File: src/irqwk_pkg.sv
// package: constants and types for the interrupt request and wake-up logic
package irqwk_pkg;

  // vector numbers, lower index wins when several are pending
  localparam int unsigned VEC_W        = 2;
  localparam logic [1:0]  VEC_NVM      = 2'h0;
  localparam logic [1:0]  VEC_MERGED   = 2'h1;
  localparam logic [1:0]  VEC_NONE     = 2'h3;

  // control register offsets
  localparam int unsigned ADDR_W       = 4;
  localparam logic [3:0]  ADDR_CTRL    = 4'h0;
  localparam logic [3:0]  ADDR_FLAGS   = 4'h1;
  localparam logic [3:0]  ADDR_ST_STAT = 4'h2;
  localparam logic [3:0]  ADDR_ST_CLR  = 4'h3;
  localparam logic [3:0]  ADDR_ST_EN   = 4'h4;
  localparam int unsigned DATA_W       = 8;

  // control register fields
  localparam int unsigned CTRL_GIE     = 0;
  localparam int unsigned CTRL_NVM_EN  = 1;
  localparam int unsigned CTRL_MRG_EN  = 2;
  localparam int unsigned CTRL_TA_EN   = 3;
  localparam int unsigned CTRL_TP_EN   = 4;

  // flag register fields (write 1 to clear)
  localparam int unsigned FLG_NVM      = 0;
  localparam int unsigned FLG_MRG      = 1;
  localparam int unsigned FLG_TA       = 2;
  localparam int unsigned FLG_TP       = 3;
  localparam int unsigned NUM_FLAGS    = 4;

  // interrupt status fields
  localparam int unsigned ST_WAKE      = 0;
  localparam int unsigned ST_ENTRY     = 1;
  localparam int unsigned ST_STK_BLK   = 2;
  localparam int unsigned NUM_ST       = 3;

  localparam logic [7:0]  RESET_BYTE   = 8'h00;

  typedef enum logic [2:0] {
    IRQWK_RUN   = 3'b001,
    IRQWK_SLEEP = 3'b010,
    IRQWK_WAKE  = 3'b100
  } irqwk_pwr_type;

endpackage

File: src/irqwk_top.sv
// interrupt request, enable, vectoring and wake-up logic
//
// Design decisions made here: the address-and-strobe port and the register offsets.
`timescale 1ns/1ns

module irqwk_top (
  input  wire logic        ref_clk,
  input  wire logic        rst,
  input  wire logic        nvm_write_done,
  input  wire logic        timer_match_a,
  input  wire logic        timer_match_p,
  input  wire logic        sleep_req,
  input  wire logic        stack_full,
  input  wire logic        core_ready,
  input  wire logic        return_and_reenable,
  input  wire logic        plain_return,
  input  wire logic [3:0]  reg_addr,
  input  wire logic [7:0]  reg_wdata,
  input  wire logic        reg_wr,
  input  wire logic        reg_rd,
  output logic      [7:0]  reg_rdata,
  output logic             irq_call,
  output logic      [1:0]  irq_vector,
  output logic             push_pc,
  output logic             pop_pc,
  output logic             osc_enable,
  output logic             core_run,
  output logic             status_irq
);

  // ==========================================================================
  // state
  // ==========================================================================
  logic                      global_irq_enable_r;
  logic                      nvm_write_irq_enable_r;
  logic                      merged_irq_enable_r;
  logic                      tma_enable_r;
  logic                      tmp_enable_r;
  logic                      nvm_write_done_flag_r;
  logic                      merged_irq_flag_r;
  logic                      tma_flag_r;
  logic                      tmp_flag_r;
  logic [irqwk_pkg::NUM_ST-1:0] st_stat_r;
  logic [irqwk_pkg::NUM_ST-1:0] st_en_r;
  irqwk_pkg::irqwk_pwr_type  pwr_r;
  irqwk_pkg::irqwk_pwr_type  pwr_nxt;
  logic                      call_busy_r;

  // pin synchronisers
  logic [1:0] nvm_s_r;
  logic [1:0] ta_s_r;
  logic [1:0] tp_s_r;
  logic [1:0] slp_s_r;
  logic       nvm_d_r;
  logic       ta_d_r;
  logic       tp_d_r;

  always_ff @(posedge ref_clk or posedge rst) begin
    if (rst) begin
      nvm_s_r <= 2'h0;
      ta_s_r  <= 2'h0;
      tp_s_r  <= 2'h0;
      slp_s_r <= 2'h0;
      nvm_d_r <= 1'b0;
      ta_d_r  <= 1'b0;
      tp_d_r  <= 1'b0;
    end else begin
      nvm_s_r <= {nvm_s_r[0], nvm_write_done};
      ta_s_r  <= {ta_s_r[0], timer_match_a};
      tp_s_r  <= {tp_s_r[0], timer_match_p};
      slp_s_r <= {slp_s_r[0], sleep_req};
      nvm_d_r <= nvm_s_r[1];
      ta_d_r  <= ta_s_r[1];
      tp_d_r  <= tp_s_r[1];
    end
  end

  logic nvm_ev;
  logic ta_ev;
  logic tp_ev;
  assign nvm_ev = nvm_s_r[1] & ~nvm_d_r;
  assign ta_ev  = ta_s_r[1] & ~ta_d_r;
  assign tp_ev  = tp_s_r[1] & ~tp_d_r;

  // ==========================================================================
  // register writes
  // ==========================================================================
  logic wr_ctrl;
  logic wr_flags;
  logic wr_stclr;
  logic wr_sten;
  assign wr_ctrl  = reg_wr & (reg_addr == irqwk_pkg::ADDR_CTRL);
  assign wr_flags = reg_wr & (reg_addr == irqwk_pkg::ADDR_FLAGS);
  assign wr_stclr = reg_wr & (reg_addr == irqwk_pkg::ADDR_ST_CLR);
  assign wr_sten  = reg_wr & (reg_addr == irqwk_pkg::ADDR_ST_EN);

  // ==========================================================================
  // arbitration
  // ==========================================================================
  logic nvm_go;
  logic mrg_go;
  logic take;
  assign nvm_go = global_irq_enable_r & nvm_write_irq_enable_r
                  & nvm_write_done_flag_r;
  assign mrg_go = global_irq_enable_r & merged_irq_enable_r
                  & merged_irq_flag_r
                  & ((tma_flag_r & tma_enable_r)
                     | (tmp_flag_r & tmp_enable_r));
  // stack full blocks acknowledge; one call in flight at a time
  assign take = (nvm_go | mrg_go) & ~stack_full & core_ready
                & ~call_busy_r & (pwr_r == irqwk_pkg::IRQWK_RUN);
  logic take_nvm;
  logic take_mrg;
  assign take_nvm = take & nvm_go;
  assign take_mrg = take & ~nvm_go;

  // ==========================================================================
  // enables
  // ==========================================================================
  always_ff @(posedge ref_clk or posedge rst) begin
    if (rst) begin
      global_irq_enable_r <= 1'b0;
    end else if (take) begin
      global_irq_enable_r <= 1'b0;
    end else if (return_and_reenable) begin
      global_irq_enable_r <= 1'b1;
    end else if (wr_ctrl) begin
      global_irq_enable_r <= reg_wdata[irqwk_pkg::CTRL_GIE];
    end
    // plain return leaves the enable as it stands
  end

  always_ff @(posedge ref_clk or posedge rst) begin
    if (rst) begin
      nvm_write_irq_enable_r <= 1'b0;
      merged_irq_enable_r    <= 1'b0;
      tma_enable_r           <= 1'b0;
      tmp_enable_r           <= 1'b0;
    end else if (wr_ctrl) begin
      nvm_write_irq_enable_r <= reg_wdata[irqwk_pkg::CTRL_NVM_EN];
      merged_irq_enable_r    <= reg_wdata[irqwk_pkg::CTRL_MRG_EN];
      tma_enable_r           <= reg_wdata[irqwk_pkg::CTRL_TA_EN];
      tmp_enable_r           <= reg_wdata[irqwk_pkg::CTRL_TP_EN];
    end
  end

  // ==========================================================================
  // request flags: set wins over clear, enables never clear them
  // ==========================================================================
  always_ff @(posedge ref_clk or posedge rst) begin
    if (rst) begin
      nvm_write_done_flag_r <= 1'b0;
    end else if (nvm_ev) begin
      nvm_write_done_flag_r <= 1'b1;
    end else if (take_nvm
                 | (wr_flags & reg_wdata[irqwk_pkg::FLG_NVM])) begin
      nvm_write_done_flag_r <= 1'b0;
    end
  end

  always_ff @(posedge ref_clk or posedge rst) begin
    if (rst) begin
      merged_irq_flag_r <= 1'b0;
    end else if (ta_ev | tp_ev) begin
      merged_irq_flag_r <= 1'b1;
    end else if (take_mrg
                 | (wr_flags & reg_wdata[irqwk_pkg::FLG_MRG])) begin
      merged_irq_flag_r <= 1'b0;
    end
  end

  // timer flags are cleared only by software
  always_ff @(posedge ref_clk or posedge rst) begin
    if (rst) begin
      tma_flag_r <= 1'b0;
      tmp_flag_r <= 1'b0;
    end else begin
      if (ta_ev) begin
        tma_flag_r <= 1'b1;
      end else if (wr_flags & reg_wdata[irqwk_pkg::FLG_TA]) begin
        tma_flag_r <= 1'b0;
      end
      if (tp_ev) begin
        tmp_flag_r <= 1'b1;
      end else if (wr_flags & reg_wdata[irqwk_pkg::FLG_TP]) begin
        tmp_flag_r <= 1'b0;
      end
    end
  end

  // ==========================================================================
  // call sequencing toward the core
  // ==========================================================================
  always_ff @(posedge ref_clk or posedge rst) begin
    if (rst) begin
      irq_call    <= 1'b0;
      irq_vector  <= irqwk_pkg::VEC_NONE;
      push_pc     <= 1'b0;
      call_busy_r <= 1'b0;
    end else begin
      irq_call    <= take;
      push_pc     <= take;
      call_busy_r <= take;
      if (take) begin
        irq_vector <= take_nvm ? irqwk_pkg::VEC_NVM : irqwk_pkg::VEC_MERGED;
      end
    end
  end

  always_ff @(posedge ref_clk or posedge rst) begin
    if (rst) begin
      pop_pc <= 1'b0;
    end else begin
      pop_pc <= return_and_reenable | plain_return;
    end
  end

  // ==========================================================================
  // sleep and wake-up
  // ==========================================================================
  logic [irqwk_pkg::NUM_FLAGS-1:0] flag_vec;
  logic [irqwk_pkg::NUM_FLAGS-1:0] rise_vec;
  logic                            armed;
  assign flag_vec = {tmp_flag_r, tma_flag_r, merged_irq_flag_r, nvm_write_done_flag_r};
  assign armed    = (pwr_r == irqwk_pkg::IRQWK_SLEEP);

  genvar gi;
  generate
    for (gi = 0; gi < irqwk_pkg::NUM_FLAGS; gi = gi + 1) begin : g_edge
      irqwk_edge u_edge (
        .ref_clk (ref_clk),
        .rst     (rst),
        .arm     (armed),
        .flag    (flag_vec[gi]),
        .rise    (rise_vec[gi])
      );
    end
  endgenerate

  logic wake;
  assign wake = |rise_vec;

  always_comb begin
    pwr_nxt = pwr_r;
    unique case (pwr_r)
      irqwk_pkg::IRQWK_RUN: begin
        if (slp_s_r[1]) begin
          pwr_nxt = irqwk_pkg::IRQWK_SLEEP;
        end
      end
      irqwk_pkg::IRQWK_SLEEP: begin
        if (wake) begin
          pwr_nxt = irqwk_pkg::IRQWK_WAKE;
        end
      end
      irqwk_pkg::IRQWK_WAKE: begin
        if (~slp_s_r[1]) begin
          pwr_nxt = irqwk_pkg::IRQWK_RUN;
        end
      end
      default: begin
        pwr_nxt = irqwk_pkg::IRQWK_RUN;
      end
    endcase
  end

  always_ff @(posedge ref_clk or posedge rst) begin
    if (rst) begin
      pwr_r      <= irqwk_pkg::IRQWK_RUN;
      osc_enable <= 1'b1;
      core_run   <= 1'b1;
    end else begin
      pwr_r      <= pwr_nxt;
      // edge logic runs on this free clock; only the system oscillator stops
      osc_enable <= (pwr_nxt != irqwk_pkg::IRQWK_SLEEP);
      core_run   <= (pwr_nxt == irqwk_pkg::IRQWK_RUN);
    end
  end

  // ==========================================================================
  // interrupt status, clear and enable
  // ==========================================================================
  logic [irqwk_pkg::NUM_ST-1:0] st_set;
  assign st_set = {stack_full & (nvm_go | mrg_go), take, wake};

  always_ff @(posedge ref_clk or posedge rst) begin
    if (rst) begin
      st_stat_r <= '0;
    end else begin
      st_stat_r <= st_set
                   | (st_stat_r & ~({irqwk_pkg::NUM_ST{wr_stclr}}
                                    & reg_wdata[irqwk_pkg::NUM_ST-1:0]));
    end
  end

  always_ff @(posedge ref_clk or posedge rst) begin
    if (rst) begin
      st_en_r <= '0;
    end else if (wr_sten) begin
      st_en_r <= reg_wdata[irqwk_pkg::NUM_ST-1:0];
    end
  end

  always_ff @(posedge ref_clk or posedge rst) begin
    if (rst) begin
      status_irq <= 1'b0;
    end else begin
      status_irq <= |(st_stat_r & st_en_r);
    end
  end

  // ==========================================================================
  // register reads
  // ==========================================================================
  always_ff @(posedge ref_clk or posedge rst) begin
    if (rst) begin
      reg_rdata <= irqwk_pkg::RESET_BYTE;
    end else if (reg_rd) begin
      unique case (reg_addr)
        irqwk_pkg::ADDR_CTRL: begin
          reg_rdata <= {3'h0, tmp_enable_r, tma_enable_r, merged_irq_enable_r,
                        nvm_write_irq_enable_r, global_irq_enable_r};
        end
        irqwk_pkg::ADDR_FLAGS: begin
          reg_rdata <= {4'h0, flag_vec};
        end
        irqwk_pkg::ADDR_ST_STAT: begin
          reg_rdata <= {5'h0, st_stat_r};
        end
        irqwk_pkg::ADDR_ST_EN: begin
          reg_rdata <= {5'h0, st_en_r};
        end
        default: begin
          reg_rdata <= irqwk_pkg::RESET_BYTE;
        end
      endcase
    end else begin
      reg_rdata <= irqwk_pkg::RESET_BYTE;
    end
  end

endmodule

File: src/irqwk_edge.sv
// rising edge detector with a sampling gate for one request flag
`timescale 1ns/1ns
module irqwk_edge (
  input  wire logic ref_clk,
  input  wire logic rst,
  input  wire logic arm,
  input  wire logic flag,
  output logic      rise
);
  logic prev_r;

  // prev follows the flag, so a flag high on entry never rises
  always_ff @(posedge ref_clk or posedge rst) begin
    if (rst) begin
      prev_r <= 1'b0;
    end else begin
      prev_r <= flag;
    end
  end

  // no register on the output: the caller registers it
  assign rise = arm & flag & ~prev_r;
endmodule

File: config.mk
export PLATFORM = sky130hd
export DESIGN_NAME = irqwk_top
export DESIGN_NICKNAME = d
export VERILOG_FILES = /design/src/irqwk_pkg.sv /design/src/irqwk_top.sv /design/src/irqwk_edge.sv
export SDC_FILE = /design/constraint.sdc
export NUM_CORES = 1
export LEC_CHECK = 0
export CORE_UTILIZATION = 30
export CTS_CLUSTER_SIZE = 30
export DETAILED_ROUTE_END_ITERATION = 12
export DONT_BUFFER_PORTS = 1
export PLACE_DENSITY = 0.51
export SETUP_SLACK_MARGIN = 0.2
export SLEW_MARGIN = 20
export SYNTH_ARGS = -nofsm -noshare
export SYNTH_HDL_FRONTEND = slang
export SYNTH_SLANG_ARGS = --single-unit
File: constraint.sdc
create_clock -name ref_clk -period 1.55 [get_ports ref_clk]
set_input_delay 0.465 -clock ref_clk [delete_from_list [all_inputs] [get_ports ref_clk]]
set_output_delay 0.465 -clock ref_clk [all_outputs]
set_load 0.01 [all_outputs]
==> results by group <==
Worst setup path
  • Slowest stage cell on the critical path: dfrtp_1
  • Worst path cell trace: buf_4
  • R2r endpoint: st_stat_r[2]$_DFF_PP0_
  • Worst R2R Setup Slack: 220 ps
  • Worst Path Arrival: 870 ps
  • Kind of cell adding the most delay to the critical path: flip-flops
  • Reg-to-reg startpoint: tma_flag_r$_DFFE_PP0P_
  • CP Data Required Time: 1080 ps
  • Crit path kind: flop to primary output
  • Reg2reg path depth: 4
  • Crit path largest cell delay: 410 ps
  • CP Max Fanout: 2
  • Number of buffers and inverters on the critical path: 1
  • CP Capture Type: primary output
  • Critical Path Start Type: flop

Clock tree
  • CTS tree: built
  • Clock latency on the worst-skew pair: 290 ps
  • Clock tree buffer depth: 2
  • H-tree lvl count: 2
  • CTS Buf Count: 5
  • Sinks on the clock net: 45
  • Clk root buf: clkbuf_8
  • Worst-path clk slew: 80 ps
  • Hold_buf cts: 0

GRT
  • Busiest layer in global routing: met2
  • Initial antenna violation count: 0
  • Total congestion overflow: 0
  • Largest net degree at the start of global routing: 46
  • First-pass GRT wire length: 5.82 mm
  • M3 GR Usage: 4.16%
  • Vias in the first global route: 1,167
  • GR Util met2: 18.4%
  • GRT Total Usage: 12.0%
  • Met1 Use GR: 15.6%

Yosys
  • Ys flop type: dfrtp_1
  • Synthesis warning total: 0
  • Top cells by area, synth: dfrtp_1 54%, dfstp_2 7.0%, mux2_2 4.2%
  • Post-Syn Area: 1870 um^2
  • EDFF count, synth: 0
  • Distinct cell type count after synthesis: 41
  • Mapped Cells: 147
  • Top cell type's share of synthesized area: 53.7%
  • Asr flop ratio synth: 100%
  • Yosys top cell by area: dfrtp_1
  • Number of synthesized register bits: 45
  • Sequential fraction of the synthesis area: 60.7%
  • Syn_area_per_cell: 12.7 um^2

Hold path
  • HP Class: input pin to async pin

Final layout
  • Reg area: 1130 um^2
  • Final core utilization: 36.0%
  • Share of cells above drive strength 1: 28.1%
  • Multi-input gate area: 704 um^2
  • Diodes inserted: 0
  • Final cell count without fillers: 235
  • Final #Nets: 183
  • Design Area, Final: 2140 um^2
  • Fill cells: 588
  • Syn-to-layout area delta: 14.9%

Timing
  • Crit share post-route: 86.4%
  • Setup Skew: 4.44 ps
  • Setup violators final: 0
  • F_max: 747 MHz
  • Hold Fails Final Rpt: 0
  • Min Tclk post-route: 1340 ps
  • Final Max Slew Viols: 0
  • Sum Neg Setup Slack: 0 ps
  • Post-route worst setup slack: 211 ps
  • RSZ-0062 raised after global routing: yes

Floorplan
  • # rows: 28
  • Initial Util: 31.3%
  • Io pins: 40
  • Die Width: 80.9 um
  • Die height: 80.9 um
  • Die ar.: 6540 um^2
  • Core Box Area: 5960 um^2

Placement
  • Buffers on Ports: 0
  • Post-DP HPWL: 2.55 mm
  • Gpl congestion: 0.775
  • Placed Cells: 221
  • Pre-CTS setup slack: 17.8 ps
  • Placed cell area: 1970 um^2

Drt
  • Routed wire per std cell: 15.4 um
  • Number of DRC markers after the initial detailed-route iteration: 69
  • Routed vias: 1,113
  • Post-route ant nets: 0
  • Final WL: 3.62 mm
  • Pre-Repair DR Iteration Count: 4
  • Number of remaining DRC errors: 0
  • Vias/cell: 4.74

Pwr
  • PwrDens: 1380 nW/um^2
  • Peak supply drop: 0.501 mV
  • LEAKAGE: 0.898 nW

Status
  • Status: finished, final reports clean

Job
  • Max Cap Viol: 0
[power breakdown]
part | switching [W] | internal [W]
sequential | 0.000182 | 0.00141
clock | 0.000377 | 0.000364
combinational | 0.000289 | 0.000326
total | 0.000849 | 0.00210
[per-layer routing]
layer	vias up	wire length [um]
li1	525	-
met1	550	1600
met4	0	55
met3	7	240
met5	-	0
met2	31	1730
[synthesized netlist by cell type, types with 2 or more instances]
master,count
a211oi_1,6
a21o_1,3
a21oi_1,4
a22o_1,2
buf_4,4
buf_6,4
dfrtp_1,40
dfstp_2,5
inv_1,6
mux2_2,7
mux2i_1,4
nand2_1,12
nand3_1,3
nor2_1,9
nor2b_1,10
o21ai_0,2
o31ai_1,2
[placed cells by master, fill, tap and decap left out, types with 4 or more instances in the layout]
master / instances
buf_4: 10
dfstp_2: 5
nand2_1: 11
dfrtp_1: 39
inv_1: 5
nor2b_1: 8
a211oi_1: 6
clkbuf_8: 6
a21oi_1: 4
mux2_4: 4
nor2_1: 9
mux2i_1: 4
[kinds of logic after synthesis]
kind of cell	count (synthesis)	share of synthesized area, %
other	1	0.201
buffers and inverters	14	5.23
DFF	45	60.7
and+or+nand+nor	49	15.1
AOI/OAI and AO/OA	27	12.4
muxes	11	6.37
[timing repair]
item,4_1_cts,5_1_grt
setup buffers,4,2
setup endpoints to repair,9,10
hold endpoints to repair,0,0
pin swaps,1,7
cloned,0,0
resized for setup,2,7
[final cells by class]
cell class,instances,share of cell area (%)
well taps,75,4.38
inverters,6,1.23
repair buffers,11,4.44
flip-flops and latches,45,52.9
clock buffers,8,4.20
multi-input cells,90,32.9
[how the worst max path moves through the flow]
| stage | endpoint | cells past startpoint | slack [ps] | startpoint |
|---|---|---|---|---|
| final | push_pc | 1 | 210 | call_busy_r$_DFF_PP0_ |
| after detailed placement | tma_enable_r$_DFFE_PP0P_ | 3 | 20 | reg_addr[1] |
| after CTS | osc_enable$_DFF_PP1_ | 4 | 180 | tmp_flag_r$_DFFE_PP0P_ |
| after global routing | st_stat_r[2]$_DFF_PP0_ | 4 | 170 | tma_flag_r$_DFFE_PP0P_ |
| after floorplan | merged_irq_enable_r$_DFFE_PP0P_ | 5 | 10 | reg_addr[1] |
| after global placement | nvm_write_irq_enable_r$_DFFE_PP0P_ | 3 | 20 | reg_addr[1] |
[sequential cells by signal, indices dropped and copies added, names as in the netlist, 2 cells and up]
name,cells
g_edge.u_edge.prev_r,4
irq_vector,2
nvm_s_r,2
pwr_r,3
reg_rdata,5
slp_s_r,2
st_en_r,3
st_stat_r,3
ta_s_r,2
tp_s_r,2
[stage by stage]
stage | total power [W] | hold slack (ps)
floorplan | 0.00200 | 331
global placement | 0.00213 | 334
detailed placement | 0.00215 | 338
CTS | 0.00293 | 89.4
global route | 0.00312 | 109
finish | 0.00295 | 87.9
Note: power is estimated with default switching activity, not from simulation.
